$ cat src/logic/ssb_pkg.sv
// ----------------------------------------------------------------
// shared constants of the spread-spectrum and bpsk config block
// ----------------------------------------------------------------
package ssb_pkg;
   // register indexes; byte address on the bus is four times these
   localparam logic [6:0] IDX_SPREAD_CONTROL = 7'h01;
   localparam logic [6:0] IDX_SPREAD_MODE_CLOCKS = 7'h02;
   localparam logic [6:0] IDX_BLOCK_STATUS = 7'h70;
   localparam logic [6:0] IDX_PHASE_MODE = 7'h7b;
   localparam logic [6:0] IDX_DEV_START_HIGH = 7'h7c;
   localparam logic [6:0] IDX_DEV_START_LOW = 7'h7d;
   localparam logic [6:0] IDX_DEV_HOLD_HIGH = 7'h7e;
   localparam logic [6:0] IDX_DEV_HOLD_LOW = 7'h7f;

   // spread control field positions
   localparam int BIT_BYPASS = 7;
   localparam int BIT_SIZE_HI = 5;
   localparam int BIT_SIZE_LO = 4;
   localparam int BIT_DIFF = 2;
   localparam int BIT_FEC = 1;
   localparam int BIT_UNIT = 0;
   // phase mode register field positions
   localparam int BIT_TIMING_CLK = 1;
   localparam int BIT_PHASE_MODE = 0;

   // reset values
   localparam logic [7:0] RST_SPREAD_CONTROL = 8'h07;
   localparam logic [7:0] RST_SPREAD_MODE_CLOCKS = 8'h65;
   localparam logic [7:0] RST_PHASE_MODE = 8'h02;
   localparam logic [10:0] RST_DEV_START = 11'h005;
   localparam logic [11:0] RST_DEV_HOLD = 12'h002;

   // payload sizes in bytes for the fixed size codes
   localparam logic [7:0] PAYLOAD_16 = 8'h10;
   localparam logic [7:0] PAYLOAD_24 = 8'h18;
   localparam logic [7:0] PAYLOAD_32 = 8'h20;
   localparam logic [7:0] PAYLOAD_ANY = 8'h00;

   // timing: master clock and derived tick divisors
   localparam int MCLK_HZ = 200_000_000;
   localparam int FAST_TICK_HZ = 4_000_000;
   localparam int SLOW_TICK_HZ = 450_000;
   localparam logic [9:0] DIV_FAST = 10'(MCLK_HZ / FAST_TICK_HZ);
   localparam logic [9:0] DIV_SLOW = 10'(MCLK_HZ / SLOW_TICK_HZ);
endpackage

$ cat src/logic/ssb_config.sv
`timescale 1ns/1ps
// How it works
// - 11-bit start time, split high/low, resets 5
// - 12-bit hold time, split high/low, resets 2
// - spread control resets 0x07; bit7 bypasses spreading
// - size code picks 16, 24, 32 or any
// - bit 2 enables differential coding
// - decoder clock 4, 2, 1, 0.5 MHz
// - receive demod clock full, half, quarter
// - acquisition demod clock uses same encoding
// - timing fields act only in frequency mode
// - timing tick 450 kHz or 4 MHz
module ssb_config
   import ssb_pkg::*;
(
   // clock, reset, freeze
   input wire logic mclk,
   input wire logic reset_n,
   input wire logic ce,
   // classic wishbone slave
   input wire logic wb_cyc_i,
   input wire logic wb_stb_i,
   input wire logic wb_we_i,
   input wire logic [8:0] wb_adr_i,
   input wire logic [3:0] wb_sel_i,
   input wire logic [31:0] wb_dat_i,
   output logic [31:0] wb_dat_o,
   output logic wb_ack_o,
   // baseband status, same clock
   input wire logic rx_active,
   input wire logic symbol_edge,
   // spread path controls
   output logic spreading_bypass,
   output logic [1:0] payload_size_select,
   output logic [7:0] payload_bytes,
   output logic differential_coding_on,
   output logic forward_correction_on,
   output logic spreading_unit_on,
   // clock enables and deviation
   output logic decoder_clk_en,
   output logic demod_clk_en,
   output logic deviation_active
);
   // ----------------------------------------------------------------
   // helpers
   // ----------------------------------------------------------------
   // payload size code to byte count, zero means arbitrary
   function automatic logic [7:0] payload_of(input logic [1:0] code);
      case (code)
         2'b00: payload_of = PAYLOAD_16;
         2'b01: payload_of = PAYLOAD_24;
         2'b10: payload_of = PAYLOAD_32;
         default: payload_of = PAYLOAD_ANY;
      endcase
   endfunction

   // demod clock code to master clock divisor; 11 falls back to full rate
   function automatic logic [9:0] demod_div_of(input logic [1:0] code);
      case (code)
         2'b01: demod_div_of = 10'h002;
         2'b10: demod_div_of = 10'h004;
         default: demod_div_of = 10'h001;
      endcase
   endfunction

   // ----------------------------------------------------------------
   // register storage
   // ----------------------------------------------------------------
   logic [7:0] control_reg; // spread control, reserved bits kept zero
   logic [7:0] mode_clocks_reg; // decoder and demod clock choices
   logic phase_mode_reg; // 1 selects frequency control system
   logic timing_clk_reg; // 1 selects the 4 MHz timing tick
   logic [10:0] start_reg; // deviation start time
   logic [11:0] hold_reg; // deviation hold time
   logic [7:0] payload_reg; // decoded payload size
   logic [9:0] demod_div; // divisor chosen by receive state
   logic [9:0] decoder_div; // divisor for the decoder clock
   logic [9:0] timing_div; // divisor for the timing tick
   logic timing_tick; // tick that paces the deviation timer
   logic dev_waiting; // timer counting the start time
   logic [7:0] read_byte; // read mux output
   logic [6:0] idx; // register index from the byte address
   logic req_take; // new bus request taken this edge
   logic wr_take; // write with low byte lane enabled

   assign idx = wb_adr_i[8:2];
   // a request is taken once; ack high blocks a second take
   assign req_take = ce && wb_cyc_i && wb_stb_i && !wb_ack_o;
   assign wr_take = req_take && wb_we_i && wb_sel_i[0];

   // ----------------------------------------------------------------
   // bus slave handshake
   // ----------------------------------------------------------------
   // ack one cycle after the take; unmapped indexes are acked, read zero
   always_ff @(posedge mclk) begin
      if (!reset_n) begin
         wb_ack_o <= 1'b0;
         wb_dat_o <= 32'h0000_0000;
      end else if (ce) begin
         wb_ack_o <= req_take;
         if (req_take && !wb_we_i) begin
            wb_dat_o <= {24'h00_0000, read_byte};
         end
      end
   end

   // read mux; unused upper bits of the narrow registers are forced to zero here
   always_comb begin
      case (idx)
         IDX_SPREAD_CONTROL: read_byte = control_reg;
         IDX_SPREAD_MODE_CLOCKS: read_byte = mode_clocks_reg;
         IDX_BLOCK_STATUS: read_byte = {6'h00, dev_waiting, deviation_active};
         IDX_PHASE_MODE: read_byte = {6'h00, timing_clk_reg, phase_mode_reg};
         IDX_DEV_START_HIGH: read_byte = {5'h00, start_reg[10:8]};
         IDX_DEV_START_LOW: read_byte = start_reg[7:0];
         IDX_DEV_HOLD_HIGH: read_byte = {4'h0, hold_reg[11:8]};
         IDX_DEV_HOLD_LOW: read_byte = hold_reg[7:0];
         default: read_byte = 8'h00;
      endcase
   end

   // ----------------------------------------------------------------
   // spread control and mode clocks
   // ----------------------------------------------------------------
   // bits 6 and 3 are never stored so they stay zero
   always_ff @(posedge mclk) begin
      if (!reset_n) begin
         control_reg <= RST_SPREAD_CONTROL;
      end else if (wr_take && idx == IDX_SPREAD_CONTROL) begin
         control_reg <= wb_dat_i[7:0] & 8'hb7;
      end
   end

   // mode clocks is fully writable, its reserved pair included
   always_ff @(posedge mclk) begin
      if (!reset_n) begin
         mode_clocks_reg <= RST_SPREAD_MODE_CLOCKS;
      end else if (wr_take && idx == IDX_SPREAD_MODE_CLOCKS) begin
         mode_clocks_reg <= wb_dat_i[7:0];
      end
   end

   // phase mode and timing clock select
   always_ff @(posedge mclk) begin
      if (!reset_n) begin
         phase_mode_reg <= RST_PHASE_MODE[BIT_PHASE_MODE];
         timing_clk_reg <= RST_PHASE_MODE[BIT_TIMING_CLK];
      end else if (wr_take && idx == IDX_PHASE_MODE) begin
         phase_mode_reg <= wb_dat_i[BIT_PHASE_MODE];
         timing_clk_reg <= wb_dat_i[BIT_TIMING_CLK];
      end
   end

   // ----------------------------------------------------------------
   // deviation timing fields
   // ----------------------------------------------------------------
   // the halves are written separately; software should write both
   // before the next symbol edge or the timer sees a mixed value
   always_ff @(posedge mclk) begin
      if (!reset_n) begin
         start_reg <= RST_DEV_START;
      end else if (wr_take && idx == IDX_DEV_START_HIGH) begin
         start_reg[10:8] <= wb_dat_i[2:0];
      end else if (wr_take && idx == IDX_DEV_START_LOW) begin
         start_reg[7:0] <= wb_dat_i[7:0];
      end
   end

   always_ff @(posedge mclk) begin
      if (!reset_n) begin
         hold_reg <= RST_DEV_HOLD;
      end else if (wr_take && idx == IDX_DEV_HOLD_HIGH) begin
         hold_reg[11:8] <= wb_dat_i[3:0];
      end else if (wr_take && idx == IDX_DEV_HOLD_LOW) begin
         hold_reg[7:0] <= wb_dat_i[7:0];
      end
   end

   // ----------------------------------------------------------------
   // control outputs
   // ----------------------------------------------------------------
   assign spreading_bypass = control_reg[BIT_BYPASS];
   assign payload_size_select = control_reg[BIT_SIZE_HI:BIT_SIZE_LO];
   assign differential_coding_on = control_reg[BIT_DIFF];
   assign forward_correction_on = control_reg[BIT_FEC];
   assign spreading_unit_on = control_reg[BIT_UNIT];
   assign payload_bytes = payload_reg;

   // payload decode registered so the byte count comes from a flop
   always_ff @(posedge mclk) begin
      if (!reset_n) begin
         payload_reg <= PAYLOAD_16;
      end else if (ce) begin
         payload_reg <= payload_of(control_reg[BIT_SIZE_HI:BIT_SIZE_LO]);
      end
   end

   // ----------------------------------------------------------------
   // clock enables and deviation timer
   // ----------------------------------------------------------------
   // receive field while data flows, acquisition field otherwise
   assign demod_div = rx_active ? demod_div_of(mode_clocks_reg[3:2])
                                : demod_div_of(mode_clocks_reg[1:0]);
   assign decoder_div = DIV_FAST << mode_clocks_reg[7:6];
   assign timing_div = timing_clk_reg ? DIV_FAST : DIV_SLOW;

   ssb_rate_div u_decoder_div (
      .mclk(mclk),
      .reset_n(reset_n),
      .ce(ce),
      .divisor(decoder_div),
      .tick(decoder_clk_en)
   );

   ssb_rate_div u_demod_div (
      .mclk(mclk),
      .reset_n(reset_n),
      .ce(ce),
      .divisor(demod_div),
      .tick(demod_clk_en)
   );

   ssb_rate_div u_timing_div (
      .mclk(mclk),
      .reset_n(reset_n),
      .ce(ce),
      .divisor(timing_div),
      .tick(timing_tick)
   );

   // selector system leaves the timer idle, fields unused
   ssb_dev_timer u_dev_timer (
      .mclk(mclk),
      .reset_n(reset_n),
      .ce(ce),
      .tick(timing_tick),
      .trigger(symbol_edge),
      .enable(phase_mode_reg),
      .start_time(start_reg),
      .hold_time(hold_reg),
      .active(deviation_active),
      .waiting(dev_waiting)
   );
endmodule

$ cat src/logic/ssb_rate_div.sv
`timescale 1ns/1ps
// ----------------------------------------------------------------
// rate divider: one-cycle tick every divisor master clocks
// ----------------------------------------------------------------
module ssb_rate_div
   import ssb_pkg::*;
(
   // clock, reset, freeze
   input wire logic mclk,
   input wire logic reset_n,
   input wire logic ce,
   // divisor, 1 gives a tick every cycle
   input wire logic [9:0] divisor,
   // tick out
   output logic tick
);
   logic [9:0] cnt_reg; // cycles since last tick

   // a changed divisor takes effect at once: a larger one stretches the current period, a smaller one can end it early
   always_ff @(posedge mclk) begin
      if (!reset_n) begin
         cnt_reg <= 10'h000;
         tick <= 1'b0;
      end else if (ce) begin
         if (cnt_reg + 10'h001 >= divisor) begin
            cnt_reg <= 10'h000;
            tick <= 1'b1;
         end else begin
            cnt_reg <= cnt_reg + 10'h001;
            tick <= 1'b0;
         end
      end
   end
endmodule

$ cat src/logic/ssb_dev_timer.sv
`timescale 1ns/1ps
// ----------------------------------------------------------------
// deviation timer: wait start ticks, then hold deviation hold ticks
// ----------------------------------------------------------------
module ssb_dev_timer
   import ssb_pkg::*;
(
   // clock, reset, freeze
   input wire logic mclk,
   input wire logic reset_n,
   input wire logic ce,
   // timing base and symbol edge
   input wire logic tick,
   input wire logic trigger,
   input wire logic enable,
   // programmed times in ticks
   input wire logic [10:0] start_time,
   input wire logic [11:0] hold_time,
   // state out
   output logic active,
   output logic waiting
);
   typedef enum logic [1:0] {ST_IDLE, ST_START, ST_HOLD} ssb_dev_state_t;

   ssb_dev_state_t state_reg; // current phase
   logic [11:0] cnt_reg; // ticks counted in the phase

   // edges arriving while busy are dropped; a restart mid-hold would
   // chop the deviation pulse and upset the carrier phase
   always_ff @(posedge mclk) begin
      if (!reset_n) begin
         state_reg <= ST_IDLE;
         cnt_reg <= 12'h000;
      end else if (ce) begin
         if (!enable) begin
            state_reg <= ST_IDLE;
            cnt_reg <= 12'h000;
         end else begin
            case (state_reg)
               ST_IDLE: begin
                  if (trigger) begin
                     state_reg <= ST_START;
                     cnt_reg <= 12'h000;
                  end
               end
               ST_START: begin
                  if (tick) begin
                     if (cnt_reg >= {1'b0, start_time}) begin
                        state_reg <= ST_HOLD;
                        cnt_reg <= 12'h000;
                     end else begin
                        cnt_reg <= cnt_reg + 12'h001;
                     end
                  end
               end
               ST_HOLD: begin
                  if (tick) begin
                     if (cnt_reg + 12'h001 >= hold_time) begin
                        state_reg <= ST_IDLE;
                        cnt_reg <= 12'h000;
                     end else begin
                        cnt_reg <= cnt_reg + 12'h001;
                     end
                  end
               end
               default: begin
                  state_reg <= ST_IDLE;
                  cnt_reg <= 12'h000;
               end
            endcase
         end
      end
   end

   // outputs straight from the state flops
   assign active = (state_reg == ST_HOLD);
   assign waiting = (state_reg == ST_START);
endmodule

$ cat config.mk
export PLATFORM = sky130hd
export DESIGN_NAME = ssb_config
export DESIGN_NICKNAME = d
export VERILOG_FILES = /design/src/logic/ssb_pkg.sv /design/src/logic/ssb_config.sv /design/src/logic/ssb_rate_div.sv /design/src/logic/ssb_dev_timer.sv
export SDC_FILE = /design/constraint.sdc
export NUM_CORES = 1
export LEC_CHECK = 0
export BUFFER_PORTS_ARGS = -buffer_cell sky130_fd_sc_hd__buf_4
export CAP_MARGIN = 20
export CORE_ASPECT_RATIO = 1.5
export CORE_MARGIN = 2
export CORE_UTILIZATION = 53
export CTS_BUF_LIST = sky130_fd_sc_hd__clkbuf_4 sky130_fd_sc_hd__clkbuf_8
export DETAILED_ROUTE_END_ITERATION = 7
export PLACE_DENSITY = 0.86
export SYNTH_ARGS = -nofsm -noshare
export SYNTH_HDL_FRONTEND = slang
export SYNTH_SLANG_ARGS = --single-unit
$ cat constraint.sdc
create_clock -name mclk -period 2.5 [get_ports mclk]
set_input_delay 0.375 -clock mclk [delete_from_list [all_inputs] [get_ports mclk]]
set_output_delay 0.375 -clock mclk [all_outputs]
set_load 0.01 [all_outputs]
After elaboration in Yosys (flattened, before gate mapping)
Index checks and enable logic that the tools add are counted.
{ "op_classes": {"addsub": 4, "n_lt_le_gt_ge": 5, "n_eq_ne": 21, "shifts": 1, "mux": 26, "n_bitwise": 2, "reduce_logical": 22} }
{ "op_table": {"columns": ["operator", "n"], "rows": [
  ["two-way mux 12 bit", 6],
  ["case mux 8 bit (8 select lines)", 1],
  ["equality test 7 bit (second input constant)", 6],
  ["two-way mux 10 bit", 4],
  ["case mux 12 bit (3 select lines)", 1],
  ["adder 10 x 1 -> 10 bit (second input constant)", 3],
  [">= comparator 10 bit", 2],
  ["case mux 6 bit (3 select lines)", 1],
  ["logical AND 1 bit", 13],
  ["adder 12 x 1 -> 12 bit (second input constant)", 1],
  [">= comparator 12 x 11 -> 1 bit", 1],
  [">= comparator 12 bit", 1],
  ["two-way mux 2 bit", 6],
  ["inequality test 3 x 2 -> 1 bit (second input constant)", 4],
  ["case mux 3 bit (2 select lines)", 2],
  [">= comparator 10 x 9 -> 1 bit", 1],
  ["<< shifter 6 x 2 -> 10 bit (first input constant)", 1],
  ["two-way mux 9 bit", 1],
  ["equality test 2 x 1 -> 1 bit (second input constant)", 4],
  ["equality test 2 bit (second input constant)", 4],
  ["equality test 7 x 1 -> 1 bit (second input constant)", 1],
  ["equality test 7 x 2 -> 1 bit (second input constant)", 1],
  ["case mux 2 bit (3 select lines)", 1],
  ["AND reduction 2 bit", 3],
  ["7 further kinds", 12]
]} }
{ "word_totals": {"reg_bits": 103, "in_bits": 53, "out_inout_bits": 50, "word_cells": 100} }

Depth between registers and ports, before layout
{ "depth": {"word_depth": 8, "mapped_depth": 13, "depth_no_buf": 13} }

Hierarchy
Synthesis repeated with hierarchy kept, for this count alone.
{ "hier_totals": {"hier_cells": 819, "hier_area_um2": 6891.6} }
{ "modules_own_cells": {"columns": ["mod", "instances", "cells_per_inst", "area_per_inst_um2", "seq_area_each_um2"], "rows": [
  ["ssb_config", 1, 331, 2830.2, 1021.0],
  ["ssb_rate_div", 3, 100, 848.3, 220.2],
  ["ssb_dev_timer", 1, 188, 1516.5, 280.3]
]} }

Worst setup path before layout
No wires, ideal clock.
{ "synth_timing": {"path_kind": "flip-flop to flip-flop", "from": "register u_dev_timer.cnt_reg[0]", "to": "register u_dev_timer.cnt_reg[3]", "setup_ns": 0.059, "t_arrival_ns": 2.718, "required_time_ns": 2.441, "slack_ns": -0.277, "path_stages_with_launch": 13, "n_path_buf": 0, "synth_period_minus_slack_ns": 2.777, "cell_sequence": "dfxtp_1 -> and3_1 -> nand3_1 -> or2_2 -> and2_1 -> or2_2 -> ha_1 -> a21oi_1 -> o21ai_0 -> a211oi_1 -> o31a_1 -> o21a_2 -> a22o_1"} }
{ "synth_between": {"elab_chain_len": 6, "elab_cells_between_ends": 9, "classes_between": "add/sub: 1; order compare: 2; mux: 6"} }
{ "synth_rtl": {"columns": ["item", "line", "source"], "rows": [
  ["start: declaration", "ssb_dev_timer.sv:26", "logic [11:0] cnt_reg;"],
  ["start signal: assignment", "ssb_dev_timer.sv:52", "cnt_reg <= cnt_reg + 12'h001;"],
  ["start signal: assignment", "ssb_dev_timer.sv:62", "cnt_reg <= cnt_reg + 12'h001;"],
  ["adder 12 x 1 -> 12 bit", "ssb_dev_timer.sv:52, ssb_dev_timer.sv:58, ssb_dev_timer.sv:62", null],
  [">= comparator 12 bit", "ssb_dev_timer.sv:58", "if (cnt_reg + 12'h001 >= hold_time) begin"],
  ["two-way mux 12 bit", "ssb_dev_timer.sv:58", null],
  ["two-way mux 12 bit", "ssb_dev_timer.sv:57", "if (tick) begin"],
  ["case mux 12 bit (3 select lines) *", "ssb_dev_timer.sv:39", "case (state_reg)"],
  ["two-way mux 12 bit *", "ssb_dev_timer.sv:35", "if (!enable) begin"]
]} }
Mark *: on every way between the ends. The rest lies on a longest branch, timed or not. The select of a mux whose other input is x is not followed.
A chain may end at the register's enable or synchronous reset.

Final worst setup path
{ "layout_timing": {"from": "register u_dev_timer.cnt_reg[0]", "to": "register u_dev_timer.cnt_reg[0]"} }
Same word-level chain as after synthesis.

==> metrics.txt <==
remaining global-route overflow 0; Yosys cell types 65; register bit total from synthesis slightly below 100; Seq/Total Area, Yosys 32.9%; worst-path cell chain and3_4 -> nand3_4 -> or2_4 -> and2_4 -> or2_4 -> ha_4 -> a21oi_1 -> o21ai_1 -> a211oi_2 -> o31a_1 -> buf_4 -> o21ai_4 -> o21ai_1; Initial Utilization 54.1%; Cell Pwr Density 409 mW/mm2; Final setup violation count 14; Cell Rows 47; EDFF count, synth 0; sw frac 25.5%; end point of the critical path u_dev_timer.cnt_reg[0]$_SDFFE_PN0P_; diode count 0; Crit. path cell count 13; HP Class primary input to flop; final period utilization 113%; # clock sinks 98; Max-slew headroom 56.2%; critical path data arrival time 3130 ps; ys async rst share 0%; CP Class flop to flop; WP buf/inv 1; Post-Syn Area per Cell 8.34 um2; sequential share of power 54.5%; vias in the first global route 5193; CP max FO 4; Root Buffer clkbuf_8; slowest CP cell dfxtp_2; outcome complete, but fails checks; Static Leak 3.16 nW; critical path required time 2810 ps; Synth Flop Type dfxtp_1; CTS Buffer Depth 2; CP max stage delay 370 ps; Critical Path Sink Type flop; initial DRC count roughly 350; Worst Setup SP u_dev_timer.cnt_reg[0]$_SDFFE_PN0P_; fin. max-slew vios 0; Final ANT Viol Nets 0; global-route wire length before repair ~24 mm; worst vdd ir 294 uV; CTS tree yes; Num CTS Buffers 9; die width 90.5 um; First-pass DRT Iterations 8; total negative slack -3990 ps; failing checks negative setup slack; Worst-path clk slew 100 ps; Slew @ Worst Pin between 600 and 700 ps; Final WS setup -324 ps; Final nets 911; DPL Wire Length around 11 mm; FF-to-FF setup slack -320 ps; RSZ-0062 raised after global routing yes; clk_skew around 13 ps; PortBufs 44; GP Congestion 0.917; Syn. warnings 0; Tot GR Track Use 24.9%; Post-route DRC 0; CP Launch Type flop; wire per inst 16.1 um; commonest cells after routing, fill and taps aside buf_4, dfxtp_1, nand2_1; leading cell type in the layout, fill and taps excluded buf_4; reg2reg path depth 13; dpl cell area 0.00664 mm2; Die Area around 0.012 mm2; fin area approximately 0.0071 mm2; CTS Hold Bufs 0; worst-skew pair later-pin latency between 300 and 400 ps; power consumption 2.91 mW; Comb power frac 9.0%; RR Startpoint u_dev_timer.cnt_reg[0]$_SDFFE_PN0P_; Total Routed Length 15.4 mm; Hold Violations, Final 0; I/O pin count 103; CP top delay family compound AO/OA/AOI/OAI gates; Psw 742 uW; largest net degree at the start of global routing 37; synthesized instance count 714; Die Y-Extent ~130 um; Area Overhead vs Synth 19.6%; Tmin final 2820 ps; routed vias/inst 5.72; Core Util, Final roughly two thirds; clock power share 36.5%; Max Fclk 0.354 GHz; worst reg2reg endpoint u_dev_timer.cnt_reg[0]$_SDFFE_PN0P_; H-tree levels 3; vias 5465; share of layout cells above drive strength 1 around 22%; Pint 2.17 mW; MaxCap Viol Count 0; Core Box Area 0.0110 mm2; initial antenna violation count 0; Syn Std Cell Area 0.00595 mm2
[logic make-up after synthesis]
kind of cell / synth area share [%]
DFF: 32.9
AOI/OAI and AO/OA: 14.5
and+or+nand+nor: 23.4
other: 0.0630
buffers and inverters: 8.17
muxes: 4.50
xor gates and xnor gates: 4.85
adders and majority gates: 11.6
[stage by stage]
stage | setup slack (ps) | hold slack [ps] | instances
after CTS | -219 | 248 | 948
after detailed placement | -261 | 456 | 925
after global placement | -186 | 446 | 925
after floorplan | -20.6 | 436 | 742
after global routing | -451 | 257 | 955
final | -324 | 266 | 955
[routing by layer]
layer	vias up	wire length, um	share of wire [%]	GRT usage [%]
met2	229	8100	53	45.4
met3	55	776	5.0	4.04
li1	2627	-	-	-
met5	-	0	0	0
met4	0	648	4.2	13.2
met1	2554	5870	38	27.4
[synth_stat cells, drive strengths merged (3+ instances only)]
cell	instances	area, um2
nor2	54	203
dfxtp	98	1960
nand2	89	337
nor3	16	80.1
mux2i	20	200
o31ai	4	30.0
xor2	17	149
a22o	20	175
nand3b	8	60.1
nand4	9	56.3
o221ai	4	35.0
o211ai	6	45.0
a21o	6	45.0
or2	7	43.8
nand2b	7	43.8
and2	11	68.8
a22oi	5	37.5
nand3	43	220
nor2b	9	56.3
nand4b	3	26.3
and3	12	76.3
a211oi	3	22.5
or3	4	26.3
inv	43	161
ha	55	688
o22ai	3	18.8
buf	36	254
a222oi	3	30.0
clkbuf	18	67.6
xnor2	16	140
a21bo	3	30.0
o21ai	19	95.1
a21oi	31	159
[what timing repair did]
| item | in CTS | in global routing |
|---|---|---|
| resized for setup | 19 | 24 |
| pin swaps | 15 | 23 |
| buffers inserted | 7 | 6 |
| cloned | 0 | 1 |
| endpoints found under the setup margin | 23 | 31 |
[how the worst min path moves through the flow]
stage	slack [ps]	start	cells after the start	endpoint
after floorplan	440	mode_clocks_reg[4]$_SDFFE_PN0P_	2	mode_clocks_reg[4]$_SDFFE_PN0P_
after global placement	450	mode_clocks_reg[4]$_SDFFE_PN0P_	2	mode_clocks_reg[4]$_SDFFE_PN0P_
after detailed placement	460	mode_clocks_reg[4]$_SDFFE_PN0P_	2	mode_clocks_reg[4]$_SDFFE_PN0P_
after CTS	250	wb_dat_i[5]	3	mode_clocks_reg[5]$_SDFFE_PN1P_
after global routing	260	wb_dat_i[4]	3	mode_clocks_reg[4]$_SDFFE_PN0P_
final	270	wb_dat_i[4]	3	mode_clocks_reg[4]$_SDFFE_PN0P_
[worst reg2reg max path, cell delays in order (launching register included)]
cell      delay (ps)
dfxtp_2          370
and3_4           200
nand3_4           80
or2_4            290
and2_4           170
or2_4            230
ha_4             250
a21oi_1          170
o21ai_1          100
a211oi_2         270
o31a_1           290
buf_4            160
o21ai_4           60
o21ai_1          120
[power groups by stage]
stage | Clock, mW | Combinational (mW) | Sequential, mW
final | 1.06 | 0.262 | 1.59
after global routing | 1.14 | 0.283 | 1.59
after CTS | 1.08 | 0.258 | 1.59
after detailed placement | 0 | 0.240 | 1.62
after global placement | 0 | 0.235 | 1.62
after floorplan | 0 | 0.177 | 1.62
[cell type report]
| type | count | area, um2 |
|---|---|---|
| fillers | 897 | 3870 |
| multi-input cells | 546 | 3810 |
| flip-flops and latches | 98 | 1980 |
| repair buffers | 104 | 782 |
| well taps | 147 | 184 |
| inverters | 44 | 165 |
| clock buffers | 11 | 139 |
| clock inverters | 5 | 63.8 |
Power figures use the tool's default switching activity.
